`src/addr_map_defs.vh`:
```
// Constants for the system address map decoder: region bounds, target
// indices, bus path codes and access sizes.
// Assumes it is included by bare name from the design files.
`ifndef ADDR_MAP_DEFS_VH
`define ADDR_MAP_DEFS_VH

// ----------------------------------------------------------------------
// Top-level regions
// ----------------------------------------------------------------------
`define CODE_LO      32'h00000000
`define CODE_HI      32'h1FFFFFFF
`define SRAM_RGN_LO  32'h20000000
`define SRAM_RGN_HI  32'h3FFFFFFF
`define PERI_LO      32'h40000000
`define PERI_HI      32'h5FFFFFFF
`define XRAM_LO      32'h60000000
`define XRAM_HI      32'h9FFFFFFF
`define XPER_LO      32'hA0000000
`define XPER_HI      32'hDFFFFFFF
`define PPB_LO       32'hE0000000
`define PPB_HI       32'hE00FFFFF
`define SYSI_LO      32'hE0100000
`define SYSI_HI      32'hFFFFFFFF

// ----------------------------------------------------------------------
// Mapped blocks
// ----------------------------------------------------------------------
`define FLASH_LO     32'h00000000
`define FLASH_HI     32'h0003FFFF
`define SRAMC_LO     32'h1FFF8000
`define SRAMC_HI     32'h1FFFFFFF
`define SRAMS_LO     32'h20000000
`define SRAMS_HI     32'h20007FFF
`define CLK_LO       32'h40004000
`define CLK_HI       32'h400042FF
`define EMIFR_LO     32'h40005400
`define EMIFR_HI     32'h400054FF
`define XMEM_LO      32'h60000000
`define XMEM_HI      32'h60FFFFFF
`define XMEM_AW      24

// ----------------------------------------------------------------------
// Bit-band windows
// ----------------------------------------------------------------------
`define BB_TGT_LO    32'h20000000
`define BB_TGT_HI    32'h200FFFFF
`define BB_ALIAS_LO  32'h22000000
`define BB_ALIAS_HI  32'h23FFFFFF

// ----------------------------------------------------------------------
// Target select indices, bus paths, sizes
// ----------------------------------------------------------------------
`define T_FLASH      0
`define T_SRAMC      1
`define T_SRAMS      2
`define T_CLK        3
`define T_EMIFR      4
`define T_PERI       5
`define T_XMEM       6
`define T_XPER       7
`define T_SYSI       8
`define NT           9
`define P_ICODE      2'h0
`define P_DCODE      2'h1
`define P_SYS        2'h2
`define P_PPB        2'h3
`define SZ_BYTE      2'h0
`define SZ_HALF      2'h1
`define SZ_WORD      2'h2

`endif

```
`src/addr_region_decoder.v`:
```
// Combinational region decoder: one-hot target select, bus path and hit.
// Assumes a 32-bit byte address and a flag marking instruction fetches.
`include "addr_map_defs.vh"

module addr_region_decoder (
  input  wire [31:0]    addr,
  input  wire           fetch,
  output reg  [`NT-1:0] sel,
  output reg  [1:0]     path,
  output wire           hit
);

  function in_rng;
    input [31:0] a;
    input [31:0] lo;
    input [31:0] hi;
    begin
      in_rng = (a >= lo) && (a <= hi);
    end
  endfunction

  // --------------------------------------------------------------------
  // Decode
  // --------------------------------------------------------------------
  // Fetches from peripheral and internal regions find no target, so they
  // end in a bus error instead of executing device registers.
  always @* begin
    sel  = {`NT{1'b0}};
    path = `P_SYS;
    if (in_rng(addr, `CODE_LO, `CODE_HI)) begin
      path = fetch ? `P_ICODE : `P_DCODE; // RULE_01
      sel[`T_FLASH] = in_rng(addr, `FLASH_LO, `FLASH_HI);
      sel[`T_SRAMC] = in_rng(addr, `SRAMC_LO, `SRAMC_HI); // RULE_11
    end else if (in_rng(addr, `SRAM_RGN_LO, `SRAM_RGN_HI)) begin
      // Fetches are taken here over the system bus. RULE_03
      sel[`T_SRAMS] = in_rng(addr, `SRAMS_LO, `SRAMS_HI) || // RULE_12
                      in_rng(addr, `BB_ALIAS_LO, `BB_ALIAS_HI);
    end else if (in_rng(addr, `PERI_LO, `PERI_HI) && !fetch) begin
      sel[`T_CLK]   = in_rng(addr, `CLK_LO, `CLK_HI); // RULE_13
      sel[`T_EMIFR] = in_rng(addr, `EMIFR_LO, `EMIFR_HI); // RULE_14
      sel[`T_PERI]  = !sel[`T_CLK] && !sel[`T_EMIFR];
    end else if (in_rng(addr, `XRAM_LO, `XRAM_HI)) begin
      sel[`T_XMEM] = in_rng(addr, `XMEM_LO, `XMEM_HI);
    end else if (in_rng(addr, `XPER_LO, `XPER_HI)) begin
      sel[`T_XPER] = !fetch; // RULE_02
    end else if (in_rng(addr, `PPB_LO, `PPB_HI)) begin
      path = `P_PPB; // RULE_04 RULE_05 RULE_15
    end else begin
      sel[`T_SYSI] = !fetch; // RULE_02 RULE_05
    end
  end

  // The private peripheral window has no select line of its own: its path
  // code alone steers the access, and fetches there are refused.
  assign hit = (|sel) || (path == `P_PPB && !fetch);

endmodule

```
`src/bitband_xlate.v`:
```
// Bit-band alias translation: alias address to target word and bit, and the
// set/clear merge of one bit into a word read back from SRAM.
// Assumes the caller has already recognised the alias window.
`include "addr_map_defs.vh"

module bitband_xlate (
  input  wire [31:0] addr,
  input  wire [31:0] word,
  input  wire        wbit,
  output wire        is_alias,
  output wire [31:0] tgt_addr,
  output wire        in_sram,
  output wire [31:0] merged,
  output wire [31:0] bit_rd
);

  wire [4:0]  bit_idx;
  wire [31:0] bit_mask;

  assign is_alias = (addr >= `BB_ALIAS_LO) && (addr <= `BB_ALIAS_HI); // RULE_07
  // Alias = base + 32 * byte offset + 4 * bit, so the word is addr[24:7]
  // and the bit within it is addr[6:2].
  assign tgt_addr = `BB_TGT_LO + {12'h000, addr[24:7], 2'b00}; // RULE_06 RULE_17
  assign bit_idx  = addr[6:2]; // RULE_17
  // Only the low 32 KB of the 1 MB target window is backed by SRAM.
  assign in_sram  = (tgt_addr <= `SRAMS_HI);
  assign bit_mask = 32'h00000001 << bit_idx;
  assign merged   = wbit ? (word | bit_mask) : (word & ~bit_mask); // RULE_08
  assign bit_rd   = {31'h00000000, word[bit_idx]}; // RULE_09

endmodule

```
`src/system_address_map_decoder.v`:
```
// System address map decoder and bus steering for a 32-bit core subsystem.
// Assumes one request at a time from the core side, and targets that answer
// each beat with tgt_ready (and tgt_err) while tgt_valid is high.
//
// Function
// [RULE_01] Only code-region addresses go on the instruction-code and data-code paths.
// [RULE_02] Data and debug accesses use the system bus for SRAM..external and high ranges.
// [RULE_03] Instruction fetches are allowed over the system bus in the SRAM region; the code ends fetches to the bit-band alias window in a bus error instead.
// [RULE_04] System control and debug registers go over the private peripheral bus.
// [RULE_05] The top half-gigabyte from 0xE0000000 holds internal peripherals.
// [RULE_06] A 1 MB bit-band target window starts at the SRAM region base.
// [RULE_07] A 32 MB alias window at 0x22000000 maps one word to each target bit.
// [RULE_08] Alias writes atomically set or clear one SRAM bit from data bit 0.
// [RULE_09] Alias reads return 0 or 1, the current state of the SRAM bit.
// [RULE_10] Unaligned word and half-word accesses are accepted, with extra cycles.
// [RULE_11] A 32 KB SRAM block sits at the top of the code region.
// [RULE_12] A second 32 KB SRAM block starts at the SRAM region base.
// [RULE_13] The clock, PLL and oscillator block is selected within its range.
// [RULE_14] The external memory interface registers are selected within 256 bytes.
// [RULE_15] Private peripheral registers occupy the 1 MB window at 0xE0000000.
// [RULE_16] External memory accesses drive at most 24 address bits.
// [RULE_17] Alias address is base plus 32 times byte offset plus 4 times bit.
// [RULE_18] Accesses that select nothing end with a bus error, never a hang.
`include "addr_map_defs.vh"

module system_address_map_decoder (
  input  wire           clk,
  input  wire           rst,
  input  wire           req_valid,
  output wire           req_ready,
  input  wire [31:0]    req_addr,
  input  wire           req_write,
  input  wire [1:0]     req_size,
  input  wire [31:0]    req_wdata,
  input  wire           req_fetch,
  input  wire           req_debug,
  output reg            resp_valid_r,
  output reg            resp_err_r,
  output reg  [31:0]    resp_rdata_r,
  output reg            tgt_valid_r,
  output reg  [`NT-1:0] tgt_sel_r,
  output reg  [31:0]    tgt_addr_r,
  output reg            tgt_write_r,
  output reg  [3:0]     tgt_be_r,
  output reg  [31:0]    tgt_wdata_r,
  output reg            tgt_debug_r,
  input  wire           tgt_ready,
  input  wire [31:0]    tgt_rdata,
  input  wire           tgt_err,
  output wire           path_icode,
  output wire           path_dcode,
  output wire           path_sys,
  output wire           path_ppb,
  output reg  [23:0]    ext_addr_r,
  output wire           bb_lock
);

  // --------------------------------------------------------------------
  // States
  // --------------------------------------------------------------------
  localparam [2:0] S_IDLE  = 3'h0;
  localparam [2:0] S_BEAT0 = 3'h1;
  localparam [2:0] S_BEAT1 = 3'h2;
  localparam [2:0] S_BBRD  = 3'h3;
  localparam [2:0] S_BBWR  = 3'h4;

  reg [2:0]  state_r;
  reg [1:0]  path_r;
  reg [1:0]  off_r;
  reg [1:0]  size_r;
  reg        write_r;
  reg        wbit_r;
  reg [3:0]  be_hi_r;
  reg [31:0] wdata_hi_r;
  reg [31:0] rd0_r;
  // Bit number of an alias access, held for its read-modify-write.
  reg [4:0]  bidx_r;

  // --------------------------------------------------------------------
  // Helpers
  // --------------------------------------------------------------------
  // Size code 3 is reserved and taken as a word, so no beat is ever issued
  // with all byte lanes off.
  function [3:0] size_mask;
    input [1:0] sz;
    begin
      case (sz)
        `SZ_BYTE: size_mask = 4'h1;
        `SZ_HALF: size_mask = 4'h3;
        default:  size_mask = 4'hF;
      endcase
    end
  endfunction

  // Byte lanes over two consecutive words; lanes [7:4] belong to the
  // second beat of an access that crosses a word boundary.
  function [7:0] lanes;
    input [1:0] off;
    input [1:0] sz;
    begin
      lanes = {4'h0, size_mask(sz)} << off;
    end
  endfunction

  // Read data leaves right-aligned and zero-extended, so a narrow read never
  // carries bytes from lanes outside the access.
  function [31:0] extract;
    input [63:0] w;
    input [1:0]  off;
    input [1:0]  sz;
    reg   [63:0] s;
    begin
      s = w >> {off, 3'b000};
      case (sz)
        `SZ_BYTE: extract = {24'h000000, s[7:0]};
        `SZ_HALF: extract = {16'h0000, s[15:0]};
        default:  extract = s[31:0];
      endcase
    end
  endfunction

  // --------------------------------------------------------------------
  // Decode and bit-band translation
  // --------------------------------------------------------------------
  wire [`NT-1:0] dec_sel;
  wire [1:0]     dec_path;
  wire           dec_hit;
  wire           bb_alias;
  wire [31:0]    bb_tgt;
  wire           bb_in_sram;
  wire [31:0]    bb_merged;
  wire [31:0]    bb_bit;

  addr_region_decoder u_dec (
    .addr  (req_addr),
    .fetch (req_fetch),
    .sel   (dec_sel),
    .path  (dec_path),
    .hit   (dec_hit)
  );

  // The core may move req_addr once a request is taken, so during the
  // read-modify-write the translator sees the bit number latched at the take.
  // In idle the live address is used to find the target word and to refuse
  // accesses beyond the backed part of the window.
  wire [31:0] bb_addr = req_ready ? req_addr : {25'h0000000, bidx_r, 2'b00};

  bitband_xlate u_bb (
    .addr     (bb_addr),
    .word     (tgt_rdata),
    .wbit     (wbit_r),
    .is_alias (bb_alias),
    .tgt_addr (bb_tgt),
    .in_sram  (bb_in_sram),
    .merged   (bb_merged),
    .bit_rd   (bb_bit)
  );

  wire [7:0]  req_lanes = lanes(req_addr[1:0], req_size);
  wire [63:0] req_wide  = {32'h00000000, req_wdata} << {req_addr[1:0], 3'b000};
  wire        bad       = !dec_hit || (bb_alias && (!bb_in_sram || req_fetch));
  wire        beat_ok   = tgt_valid_r && tgt_ready;

  assign req_ready  = (state_r == S_IDLE);
  assign path_icode = tgt_valid_r && (path_r == `P_ICODE); // RULE_01
  assign path_dcode = tgt_valid_r && (path_r == `P_DCODE); // RULE_01
  assign path_sys   = tgt_valid_r && (path_r == `P_SYS); // RULE_02
  assign path_ppb   = tgt_valid_r && (path_r == `P_PPB); // RULE_04
  // Held across both halves so no other master can slip in between.
  assign bb_lock    = (state_r == S_BBRD) || (state_r == S_BBWR); // RULE_08

  // --------------------------------------------------------------------
  // Sequencer
  // --------------------------------------------------------------------
  // A split access keeps the select of its first word, so an access must not
  // straddle two regions. bb_lock spans both alias beats; the system must not
  // grant the target to another master while it is high.
  always @(posedge clk) begin
    if (rst) begin
      state_r      <= S_IDLE;
      resp_valid_r <= 1'b0;
      resp_err_r   <= 1'b0;
      resp_rdata_r <= 32'h00000000;
      tgt_valid_r  <= 1'b0;
      tgt_sel_r    <= {`NT{1'b0}};
      tgt_addr_r   <= 32'h00000000;
      tgt_write_r  <= 1'b0;
      tgt_be_r     <= 4'h0;
      tgt_wdata_r  <= 32'h00000000;
      tgt_debug_r  <= 1'b0;
      ext_addr_r   <= 24'h000000;
      path_r       <= `P_SYS;
      off_r        <= 2'h0;
      size_r       <= `SZ_WORD;
      write_r      <= 1'b0;
      wbit_r       <= 1'b0;
      be_hi_r      <= 4'h0;
      wdata_hi_r   <= 32'h00000000;
      rd0_r        <= 32'h00000000;
      bidx_r       <= 5'h00;
    end else begin
      resp_valid_r <= 1'b0;
      case (state_r)
        S_IDLE: begin
          if (req_valid) begin
            path_r      <= dec_path;
            off_r       <= req_addr[1:0];
            size_r      <= req_size;
            write_r     <= req_write;
            wbit_r      <= req_wdata[0]; // RULE_08
            bidx_r      <= req_addr[6:2]; // RULE_17
            tgt_sel_r   <= dec_sel;
            tgt_debug_r <= req_debug;
            if (bad) begin
              resp_valid_r <= 1'b1; // RULE_18
              resp_err_r   <= 1'b1;
              resp_rdata_r <= 32'h00000000;
              ext_addr_r   <= 24'h000000;
            end else if (bb_alias) begin
              tgt_valid_r <= 1'b1;
              tgt_addr_r  <= bb_tgt; // RULE_17
              ext_addr_r  <= 24'h000000; // RULE_16
              tgt_write_r <= 1'b0;
              tgt_be_r    <= 4'hF;
              state_r     <= S_BBRD;
            end else begin
              tgt_valid_r <= 1'b1;
              tgt_addr_r  <= {req_addr[31:2], 2'b00};
              tgt_write_r <= req_write;
              tgt_be_r    <= req_lanes[3:0]; // RULE_10
              tgt_wdata_r <= req_wide[31:0];
              be_hi_r     <= req_lanes[7:4];
              wdata_hi_r  <= req_wide[63:32];
              ext_addr_r  <= dec_sel[`T_XMEM] ? req_addr[`XMEM_AW-1:0] : 24'h000000; // RULE_16
              state_r     <= S_BEAT0;
            end
          end
        end
        S_BEAT0: begin
          if (beat_ok) begin
            rd0_r <= tgt_rdata;
            if (tgt_err || be_hi_r == 4'h0) begin
              tgt_valid_r  <= 1'b0;
              resp_valid_r <= 1'b1;
              resp_err_r   <= tgt_err;
              resp_rdata_r <= (tgt_err || write_r) ? 32'h00000000 :
                              extract({32'h00000000, tgt_rdata}, off_r, size_r);
              state_r      <= S_IDLE;
            end else begin
              // The access crosses a word boundary: a second beat follows.
              tgt_addr_r  <= tgt_addr_r + 32'h00000004; // RULE_10
              tgt_be_r    <= be_hi_r;
              tgt_wdata_r <= wdata_hi_r;
              ext_addr_r  <= tgt_sel_r[`T_XMEM] ? ext_addr_r + 24'h000004 : 24'h000000; // RULE_16
              state_r     <= S_BEAT1;
            end
          end
        end
        S_BEAT1: begin
          if (beat_ok) begin
            tgt_valid_r  <= 1'b0;
            resp_valid_r <= 1'b1;
            resp_err_r   <= tgt_err;
            resp_rdata_r <= (tgt_err || write_r) ? 32'h00000000 :
                            extract({tgt_rdata, rd0_r}, off_r, size_r); // RULE_10
            state_r      <= S_IDLE;
          end
        end
        S_BBRD: begin
          if (beat_ok) begin
            if (tgt_err || !write_r) begin
              tgt_valid_r  <= 1'b0;
              resp_valid_r <= 1'b1;
              resp_err_r   <= tgt_err;
              resp_rdata_r <= tgt_err ? 32'h00000000 : bb_bit; // RULE_09
              state_r      <= S_IDLE;
            end else begin
              tgt_write_r <= 1'b1;
              tgt_wdata_r <= bb_merged; // RULE_08
              state_r     <= S_BBWR;
            end
          end
        end
        S_BBWR: begin
          if (beat_ok) begin
            tgt_valid_r  <= 1'b0;
            tgt_write_r  <= 1'b0;
            resp_valid_r <= 1'b1;
            resp_err_r   <= tgt_err;
            resp_rdata_r <= 32'h00000000;
            state_r      <= S_IDLE;
          end
        end
        default: begin
          tgt_valid_r <= 1'b0;
          state_r     <= S_IDLE;
        end
      endcase
    end
  end

endmodule

```
`config.mk`:
```
export PLATFORM = sky130hd
export DESIGN_NAME = system_address_map_decoder
export DESIGN_NICKNAME = d
export VERILOG_FILES = /design/src/addr_region_decoder.v /design/src/bitband_xlate.v /design/src/system_address_map_decoder.v
export VERILOG_INCLUDE_DIRS = /design/src
export SDC_FILE = /design/constraint.sdc
export NUM_CORES = 1
export LEC_CHECK = 0
export BUFFER_PORTS_ARGS = -buffer_cell sky130_fd_sc_hd__buf_2
export CORE_AREA = 2 2 188 190
export CTS_BUF_LIST = sky130_fd_sc_hd__clkbuf_8
export DETAILED_ROUTE_END_ITERATION = 8
export DIE_AREA = 0 0 190 192
export PLACE_DENSITY_LB_ADDON = 0.05
export SYNTH_ARGS = -nofsm -noshare
export SYNTH_HDL_FRONTEND = slang
export SYNTH_SLANG_ARGS = --single-unit
```
`constraint.sdc`:
```
create_clock -name clk -period 3.9 [get_ports clk]
set_clock_uncertainty 0.05 [all_clocks]
set_input_delay 0.78 -clock clk [delete_from_list [all_inputs] [get_ports clk]]
set_output_delay 0.78 -clock clk [all_outputs]
set_load 0.02 [all_outputs]
```
[Word level (Yosys, flattened, before mapping)]
Index checks and enable logic that the tools add are counted.
W data, S select, Z words.
Storage, ports and cells
  register bits: 222
  bits of input ports: 106
  output and inout port bits: 144
  word-level logic and storage cells: 247
Cells by class
  $add $sub $neg: 3
  magnitude comparators: 26
  equality and inequality tests: 23
  shift-type cells: 5
  muxes and demuxes: 104
  bitwise logic cells: 5
  reduce and logical (&&, ||, !) cells: 60
Operators with widths (count)
  $mux W32: 24
  $pmux W32 S2: 3
  $mux W24: 7
  $le A32 B30 Y1 const B: 5
  $pmux W32 S5: 1
  $ge A32 B31 Y1 const B: 4
  $le A32 B31 Y1 const B: 4
  $ge A32 B30 Y1 const B: 3
  $le A32 B32 Y1 const B: 3
  $pmux W32 S3: 1
  $ge A32 B32 Y1 const B: 2
  $shl A32 B5 Y64: 1
  $shr A64 B5 Y32: 1
  $pmux W24 S2: 1
  $mux W1: 35
  $add A32 B3 Y32 const B: 1
  $and A32 B32 Y32: 1
  $ge A32 B1 Y1 const B: 1
  $ge A32 B29 Y1 const B: 1
  $le A32 B18 Y1 const B: 1
  $le A32 B29 Y1 const B: 1
  $not A32 Y32: 1
  $or A32 B32 Y32: 1
  $shl A1 B5 Y32 const A: 1
  other kinds (42): 122

[Longest topological paths before layout]
Gate-level depths: netlist of the first run.
  depth in word-level cells: 16
  mapped depth: 11

[Modules after synthesis]
Synthesis of the first run repeated with hierarchy kept, for this count alone.
Second synthesis, totals
  cell total of the unflattened synthesis: 1830
  area total of the unflattened synthesis: 14218.6 µm²
By module, submodules not included
  system_address_map_decoder: instances 1, cells each 1596, area each 12475.7 µm², seq. area each 4264.1 µm²
  bitband_xlate: instances 1, cells each 187, area each 1406.3 µm², seq. area each 0.0 µm²
  addr_region_decoder: instances 1, cells each 47, area each 336.6 µm², seq. area each 0.0 µm²

[Worst setup path before layout of the first run]
Ideal clock, no wire load.
  kind: in2reg
  from: input port req_addr[29]
  to: register tgt_wdata_r[12]
  library setup time: 0.146 ns
  data arrival time: 2.869 ns
  path slack: 0.835 ns
  cell stages on the path: 8
  path through: clkbuf_1 -> or3_1 -> nor3_1 -> a21o_1 -> o21ai_1 -> a2111oi_4 -> buf_4 -> a211oi_2
On the way
  longest elaborated chain between the ends: 15
  elaborated cells on any way between the ends: 71
  classes of those cells: order compare (24); eq/ne (3); mux (18); reduce/logical (26)
RTL lines
  from (decl): line system_address_map_decoder.v:31  | input wire [31:0] req_addr,
  $ge A32 B32 Y1 / $le A32 B32 Y1 (equally long branches): line addr_region_decoder.v:18  | in_rng = (a >= lo) && (a <= hi);
  $logic_and A1 B1 Y1: line addr_region_decoder.v:18
  $mux W1: line addr_region_decoder.v:46  | end else if (in_rng(addr, `PPB_LO, `PPB_HI)) begin
  $mux W2: line addr_region_decoder.v:44  | end else if (in_rng(addr, `XPER_LO, `XPER_HI)) begin
  $mux W2: line addr_region_decoder.v:42  | end else if (in_rng(addr, `XRAM_LO, `XRAM_HI)) begin
  $mux W2: line addr_region_decoder.v:38  | end else if (in_rng(addr, `PERI_LO, `PERI_HI) && !fetch) begin
  $mux W2: line addr_region_decoder.v:34  | end else if (in_rng(addr, `SRAM_RGN_LO, `SRAM_RGN_HI)) begin
  $mux W2: line addr_region_decoder.v:30  | if (in_rng(addr, `CODE_LO, `CODE_HI)) begin
  $eq A2 B2 Y1 (no line)
  $logic_and A1 B1 Y1: line addr_region_decoder.v:55  | assign hit = (|sel) || (path == `P_PPB && !fetch);
  $logic_or A1 B1 Y1: line addr_region_decoder.v:55
  $logic_not A1 Y1: line system_address_map_decoder.v:161  | wire bad = !dec_hit || (bb_alias && (!bb_in_sram || req_fetch));
  $logic_or A1 B1 Y1: line system_address_map_decoder.v:161
  $ne A2 B2 Y1 (no line)
  $reduce_and A8 Y1 (no line) (*)
  to (signal assigned): line system_address_map_decoder.v:231  | tgt_wdata_r <= req_wide[31:0];
  to (signal assigned): line system_address_map_decoder.v:253  | tgt_wdata_r <= wdata_hi_r;
  to (signal assigned): line system_address_map_decoder.v:279  | tgt_wdata_r <= bb_merged;
  to (decl): line system_address_map_decoder.v:45  | output reg [31:0] tgt_wdata_r,
Every way passes the cells marked *; elsewhere a longest branch is shown, timed or not.
A chain may end at the register's enable or synchronous reset.

[Worst setup path in the final report of the first run]
  from: register state_r[0]
  to: output port bb_lock
On the way
  longest elaborated chain between the ends: 2
  elaborated cells on any way between the ends: 3
  classes of those cells: eq/ne (2); reduce/logical (1)
RTL lines
  from (decl): line system_address_map_decoder.v:67  | reg [2:0] state_r;
  from (signal assigned): line system_address_map_decoder.v:180  | state_r <= S_IDLE;
  from (signal assigned): line system_address_map_decoder.v:225  | state_r <= S_BBRD;
  from (signal assigned): line system_address_map_decoder.v:235  | state_r <= S_BEAT0;
  $eq A3 B2 Y1 / $eq A3 B3 Y1 (equally long branches): line system_address_map_decoder.v:170  | assign bb_lock = (state_r == S_BBRD) || (state_r == S_BBWR);
  $logic_or A1 B1 Y1 (*): line system_address_map_decoder.v:170
  to (decl): line system_address_map_decoder.v:55  | output wire bb_lock
Marks and branches as above.

==> results of run 1 <==
==> worst max-delay path by stage <==
stage | start | end | slack [ns] | cells after the start
floorplan | req_addr[29] | tgt_wdata_r[12]$_SDFFE_PP0P_ | 0.83 | 8
global placement | req_addr[23] | tgt_wdata_r[18]$_SDFFE_PP0P_ | 0.61 | 9
detailed placement | req_addr[23] | tgt_wdata_r[19]$_SDFFE_PP0P_ | 0.58 | 9
CTS | state_r[0]$_SDFFE_PP0P_ | bb_lock | 0.59 | 5
global route | state_r[0]$_SDFFE_PP0P_ | bb_lock | 0.47 | 5
finish | state_r[0]$_SDFFE_PP0P_ | bb_lock | 0.58 | 5
==> critical path, stage by stage, from the launching register on <==
cell and delay (ns):
dfxtp_1 0.32, buf_4 0.19, nor2b_1 0.45, nand2_1 0.48
nand2_1 0.25, buf_2 0.20
==> layer usage <==
metal,up-vias,GRT usage
met2,575,0.426
met3,83,0.0621
met5,-,0
met4,0,0.0921
li1,6644,-
met1,6773,0.398
==> registers in the layout, indices dropped and copies added, names as in the netlist, 2 cells and up <==
signal / count
tgt_be_r: 4
be_hi_r: 3
wdata_hi_r: 24
state_r: 3
tgt_addr_r: 30
ext_addr_r: 24
resp_rdata_r: 32
tgt_wdata_r: 32
size_r: 2
rd0_r: 32
tgt_sel_r: 9
path_r: 2
bidx_r: 5
off_r: 2
==> through the flow <==
stage / util / area [um2]
2_1_floorplan: - / 13000
3_3_place_gp: 0.424 / 14500
3_5_place_dp: 0.424 / 14500
4_1_cts: 0.448 / 15400
5_1_grt: 0.448 / 15400
6_report: 0.448 / 15400
==> synth_stat cells (28+ instances only) <==
library cell	n	area share
a211oi_2	28	0.027
a21oi_1	181	0.070
a22oi_1	32	0.019
clkbuf_1	129	0.037
dfxtp_1	211	0.33
mux2_2	58	0.050
mux2i_1	74	0.057
nand2_1	272	0.079
nand3_1	90	0.035
nor2_1	154	0.045
nor3_1	46	0.018
o21ai_0	97	0.037
==> kinds of logic after synthesis <==
group                    Yosys count
AND/OR/NAND/NOR                  675
adder cells (fa/ha/maj)            2
other                              1
multiplexers                     134
AO/OA/AOI/OAI                    508
XOR/XNOR                          13
buffers and inverters            170
flip-flops                       211
==> power groups by stage <==
stage / registers (mW) / clock network (mW) / logic (mW)
6_report: 2.34 / 2.27 / 1.09
5_1_grt: 2.36 / 2.42 / 1.17
3_5_place_dp: 2.39 / 0 / 1.08
2_1_floorplan: 2.43 / 0 / 0.616
4_1_cts: 2.34 / 2.32 / 1.08
3_3_place_gp: 2.39 / 0 / 1.07
==> layout make-up <==
class	instances	area, um2
Sequential cell	211	4230
Fill cell	3591	18900
Clock buffer	53	729
Clock inverter	19	90.1
Antenna cell	3	7.51
Tap cell	455	569
Multi-Input combinational cell	1334	8090
Inverter	8	30.0
Timing Repair Buffer	294	1630
==> results.md, run 1 <==
- Status: complete, no violations
- Setup slack after layout: 0.580 ns
- Hold Path Origin: req_debug
- CORE AREA: 34300 um2
- Clock-pin slew on the worst setup and hold paths: 0.07 ns
- Top_reg_cell synth: dfxtp_1
- Post-synthesis mux area share: 0.109
- Largest net degree at the start of global routing: 81
- Max Buffers Root-to-Sink: 3
- Worst vdd ir: 0.251 mV
- RR Endpoint: tgt_wdata_r[6]$_SDFFE_PP0P_
- Die Ht: 192 um
- Largest family of logic cells by synthesized area: compound AO/OA/AOI/OAI gates
- Initial antenna violation count: 3
- Most frequent cells in the layout: 272 x nand2_1, 246 x buf_2, 209 x dfxtp_1, 181 x a21oi_1, 153 x nor2_1
- Power, Total: 5.71 mW
- R2R Setup Slk: 0.80 ns
- Detail Route met3 WL: 4180 um
- Clock power frac: 0.398
- CTS-repair resized insts: 0
- Post-route insts no fill: 2377
- Layout cell share with drive strength beyond 1: 0.240
- Net Sw Frac: 0.328
- Worst path arrival time: 2.49 ns
- RSZ-0062 raised after global routing: no
- Gate power share: 0.191
- Pre-CTS WS: 0.578 ns
- Highest Signal Layer: met4
- Post-synth EDFFs: 0
- Routed vias: 14.1k
- WHS: 0.372 ns
- CTS tree: built
- GR Overflow Total: 0
- Worst r2r src: state_r[0]$_SDFFE_PP0P_
- FF-to-FF path depth: 9
- Setup TNS: 0 ns
- Count of cell types in the netlist: 70
- YS warnings: 0
- First-pass GRT wire length: 80000 um
- Slew margin rel.: 0.351
- Maximum clock frequency: 301 MHz
- First-iteration detailed-routing DRC count: 1361
- Drt wl/cell: 22.2 um
- HPWL Detailed: 37100 um
- GP Congestion: 0.892
- Final Cycle Share: 0.851
- Sw Pwr: 1.87 mW
- Die X: 190 um
- WL met2: 23200 um
- Final wirelength: 52800 um
- Hold endpoint: tgt_debug_r$_SDFFE_PP0P_
- Port Buffers: 247
- Post-synthesis compound-gate area fraction: 0.263
- Syn_area_per_cell: 7.56 um2
- Setup violators final: 0
- Seq/Total Area, Yosys: 0.326
- Placed cells: 2302
- Root buffer cell: clkbuf_8
- XOR/XNOR share of the synthesized area: 0.00878
- Kind of end point of the critical path: primary output
- Power per cell area: 371 nW/um2
- I/O pin count: 250
- Setup CP Type: flop to primary output
- Tmin final: 3.32 ns
- Gate Count Post-Synth: 1714
- Post-CTS Setup Bufs: 0
- FFs w/ async S/R, synth: 0
- Vias in the first global route: 13.0k
- # DRC: 0
- Total CTS buffers: 42
- Vias/cell: 5.92
- Max-cap check violation count: 0
- Antenna viol nets, final: 0
- Fin. Hold Viols: 0
- Initial Util: 0.378
- CTS H-Tree Depth: 2
- Die area: 36500 um2
- Startpoint types: flop
- Fin. max-slew vios: 0
- Layout area overhead: 18.6%
- Most common cell after layout, fill and taps aside: nand2_1
- LEAKAGE: 5.71 nW
- Area share of and/or/nand/nor cells after synthesis: 0.238
- Synth Cell Area: 13000 um2
- GRT Resource Usage Total: 0.283
- CTS sink count: 211
- Hold Path Class: input port to flop
- Crit path required time: 3.07 ns
- Clock Latency Late Sink: 0.61 ns
- Flop pwr share: 0.411
- Pre-antenna DRT Iters: 6
- Nets@finish: 1999
- Site Rows: 68
- Synth Register Bits: 211
- Hold_buf cts: 0
- Actual slew at the worst max-slew pin: 0.972 ns
- Post-Synth Adder-Cell Area: 0.00193
- P_int: 3.83 mW
- Worst-path fanout max: 13
- Met1 Routed Length: 24200 um
- Hold Crit Depth: 3
Note: power is estimated with default switching activity, not from simulation.
==> inputs of run 2 (changes only) <==
- clock period: 3.9 -> 2.9 ns (I/O delays scaled with it)
==> run 2 against run 1 <==
Highest routed layer is now met5. First-iteration DRC count down 3.2%. Critical path depth rose by 4. Hold slack got worse by 0.16 ns. Count of clock-buffer cells in the layout grew 4. Via count rose by 1.1%. Total power rose by 41%. Largest power group is now the clock network. Routed wire length up 0.94%. Combinational power grew 44%.
==> results.md, run 2 (synthesized netlist as in run 1, its figures left out) <==
- Status: complete, no violations
- Worst-path fanout max: 23 (+10)
- Drt wl/cell: 21.9 um (-1.3%)
- Power, Total: 8.04 mW (+41%)
- Root buffer cell: clkbuf_8
- Setup CP Type: flop to flop
- Total CTS buffers: 41 (-2.4%)
- CTS H-Tree Depth: 2 (unchanged)
- Site Rows: 68 (unchanged)
- Met2 Use GR: 0.432 (+0.00533)
- Final core occ: 0.469 (+0.0205)
- Placed cells: 2359 (+2.5%)
- Path length in cells of the critical path: 9 (+4)
- Layout cell share with drive strength beyond 1: 0.267 (+0.0271)
- Layout area overhead: 24.0%
- GP Congestion: 0.916 (+2.7%)
- Multi-input logic area: 8130 um2 (+0.53%)
- RSZ-0062 raised after global routing: no
- Crit path required time: 3.31 ns (+0.24 ns)
- I/O pin count: 250 (unchanged)
- Antenna viol nets, final: 0 (unchanged)
- Clock Latency Late Sink: 0.58 ns (-0.03 ns)
- CTS tree: built
- Slew margin rel.: 0.328 (-0.0233)
- Routing usage on met1: 0.401 (+0.00290)
- Die X: 190 um (unchanged)
- Setup violators final: 0 (unchanged)
- P_int: 5.51 mW (+44%)
- WP buf/inv: 2 (unchanged)
- Max-cap check violation count: 0 (unchanged)
- RR Endpoint: tgt_wdata_r[6]$_SDFFE_PP0P_
- Power per cell area: 500 nW/um2 (+35%)
- GR Util met3: 0.0579 (-0.00420)
- Fin. Hold Viols: 0 (unchanged)
- CORE AREA: 34300 um2 (unchanged)
- Filler cell count in the final layout: 3490 (-2.8%)
- First-iteration detailed-routing DRC count: 1317 (-3.2%)
- R2R Setup Slk: 0.11 ns (-0.69 ns)
- First-pass GRT wire length: 80300 um (+0.39%)
- Most frequent cells in the layout: 271 x nand2_1, 246 x buf_2, 209 x dfxtp_1, 181 x a21oi_1, 153 x nor2_1
- Leading registers by flop count: rd0_r (32), resp_rdata_r (32), tgt_wdata_r (32)
- LEAKAGE: 6.07 nW (+6.2%)
- GRT Resource Usage Total: 0.285 (+0.00195)
- Most common cell after layout, fill and taps aside: nand2_1
- Final instance area: 16100 um2 (+4.6%)
- Crit path max-delay cell type: or3_1
- Port Buffers: 247 (unchanged)
- Initial Util: 0.378 (unchanged)
- Initial antenna violation count: 4 (+1)
- CTS sink count: 211 (unchanged)
- Placed Area: 15100 um2 (+3.9%)
- Die area: 36500 um2 (unchanged)
- Family with the most delay on the worst path: simple AND/OR/NAND/NOR gates
- Nets@finish: 2055 (+2.8%)
- # DRC: 0 (unchanged)
- Actual slew at the worst max-slew pin: 1.00 ns (+0.0286 ns)
- Sw Pwr: 2.52 mW (+35%)
- Largest net degree at the start of global routing: 63 (-22%)
- Kind of end point of the critical path: flop
- Tmin final: 2.79 ns
- Max stage delay on crit path: 0.42 ns (-0.06 ns)
- Worst r2r src: state_r[0]$_SDFFE_PP0P_
- Startpoint types: flop
- Post-CTS Setup Bufs: 0 (unchanged)
- Net Sw Frac: 0.314 (-0.0141)
- Routed vias: 14.2k (+1.1%)
- FF-to-FF path depth: 9 (unchanged)
- Flop pwr share: 0.392 (-0.019)
- Final Cycle Share: 0.963
- Fin. max-slew vios: 0 (unchanged)
- Clock power frac: 0.413 (+0.015)
- Register area: 4230 um2 (unchanged)
- HPWL Detailed: 38100 um (+2.9%)
- Worst setup path start: state_r[0]$_SDFFE_PP0P_
- Die Ht: 192 um (unchanged)
- Hold Path Class: input port to flop
- Clock-pin slew on the worst setup and hold paths: 0.06 ns (about the same)
- Worst setup endpoint: tgt_wdata_r[6]$_SDFFE_PP0P_
- Post-route insts no fill: 2432 (+2.3%)
- Hold_buf cts: 0 (unchanged)
- Final wirelength: 53300 um (+0.94%)
- Cells along the critical path: or3_1 > inv_4 > mux2i_4 > buf_12 > nand2_1 > nor3_1 > mux2_2 > a222oi_1 > a211oi_2
- WHS: 0.216 ns (-0.156 ns)
- Max Buffers Root-to-Sink: 3 (unchanged)
- Busiest metal layer after global routing: met2
- Worst vdd ir: 0.303 mV (+20%)
- Vias in the first global route: 13.2k (+1.5%)
- Pre-antenna DRT Iters: 5 (-1)
- Vias/cell: 5.85 (-1.2%)
- Worst path arrival time: 3.20 ns (+0.71 ns)
- GR Overflow Total: 0 (unchanged)
- Gate power share: 0.195 (+0.004)
- Maximum clock frequency: 358 MHz
[run 2: cell count changes in the layout (fill, tap and decap cells not counted), sizes merged]
cell / change
bufinv: +2
clkbuf: +4
diode: -1
buf: +57
clkinv: -3
inv: -4
[run 2: through the flow]
stage               TNS, ns  worst slack, ns
global placement      -1.40          -0.0773
detailed placement    -3.08           -0.131
CTS                       0           0.0453
global route              0           0.0106
finish                    0            0.108
floorplan                 0           0.0350
[run 2: timing repair]
action | in CTS | in global routing
gates resized for setup | 0 | 10
endpoints found under the setup margin | 0 | 8
hold endpoints to repair | 0 | 0
[run 2: layout make-up]
type / count / area share
Clock buffer: 57 / 0.0488
Sequential cell: 211 / 0.263
Inverter: 8 / 0.00202
Antenna cell: 2 / 0.000311
Clock inverter: 14 / 0.00778
Multi-Input combinational cell: 1334 / 0.506
Tap cell: 455 / 0.0354
Timing Repair Buffer: 351 / 0.137
[run 2: worst min path at each step]
stage | from | endpoint | slack (ns) | cells after the start
finish | req_write | write_r$_SDFFE_PP0P_ | 0.22 | 3
floorplan | wdata_hi_r[16]$_SDFFE_PP0P_ | wdata_hi_r[16]$_SDFFE_PP0P_ | 0.38 | 2
global placement | wdata_hi_r[23]$_SDFFE_PP0P_ | wdata_hi_r[23]$_SDFFE_PP0P_ | 0.39 | 2
CTS | req_write | write_r$_SDFFE_PP0P_ | 0.19 | 3
detailed placement | wdata_hi_r[20]$_SDFFE_PP0P_ | wdata_hi_r[20]$_SDFFE_PP0P_ | 0.39 | 2
global route | req_debug | tgt_debug_r$_SDFFE_PP0P_ | 0.21 | 3
[run 2: power by group through the flow]
stage               combinational, mW  sequential (mW)  clock (mW)
finish                           1.57             3.15        3.32
CTS                              1.54             3.15        3.39
global placement                 1.52             3.21           0
detailed placement               1.53             3.21           0
floorplan                       0.829             3.27           0
global route                     1.68             3.16        3.53
[run 2: tightest hold or removal path, cell delays in order]
cell,delay [ns]
buf_2,0.11
nand2_1,0.05
a21oi_1,0.05
[run 2: layer usage]
metal,share of wire,up-vias
met2,0.44,600
met5,0.00019,-
met3,0.079,96
met1,0.46,6775
li1,-,6750
met4,0.026,2
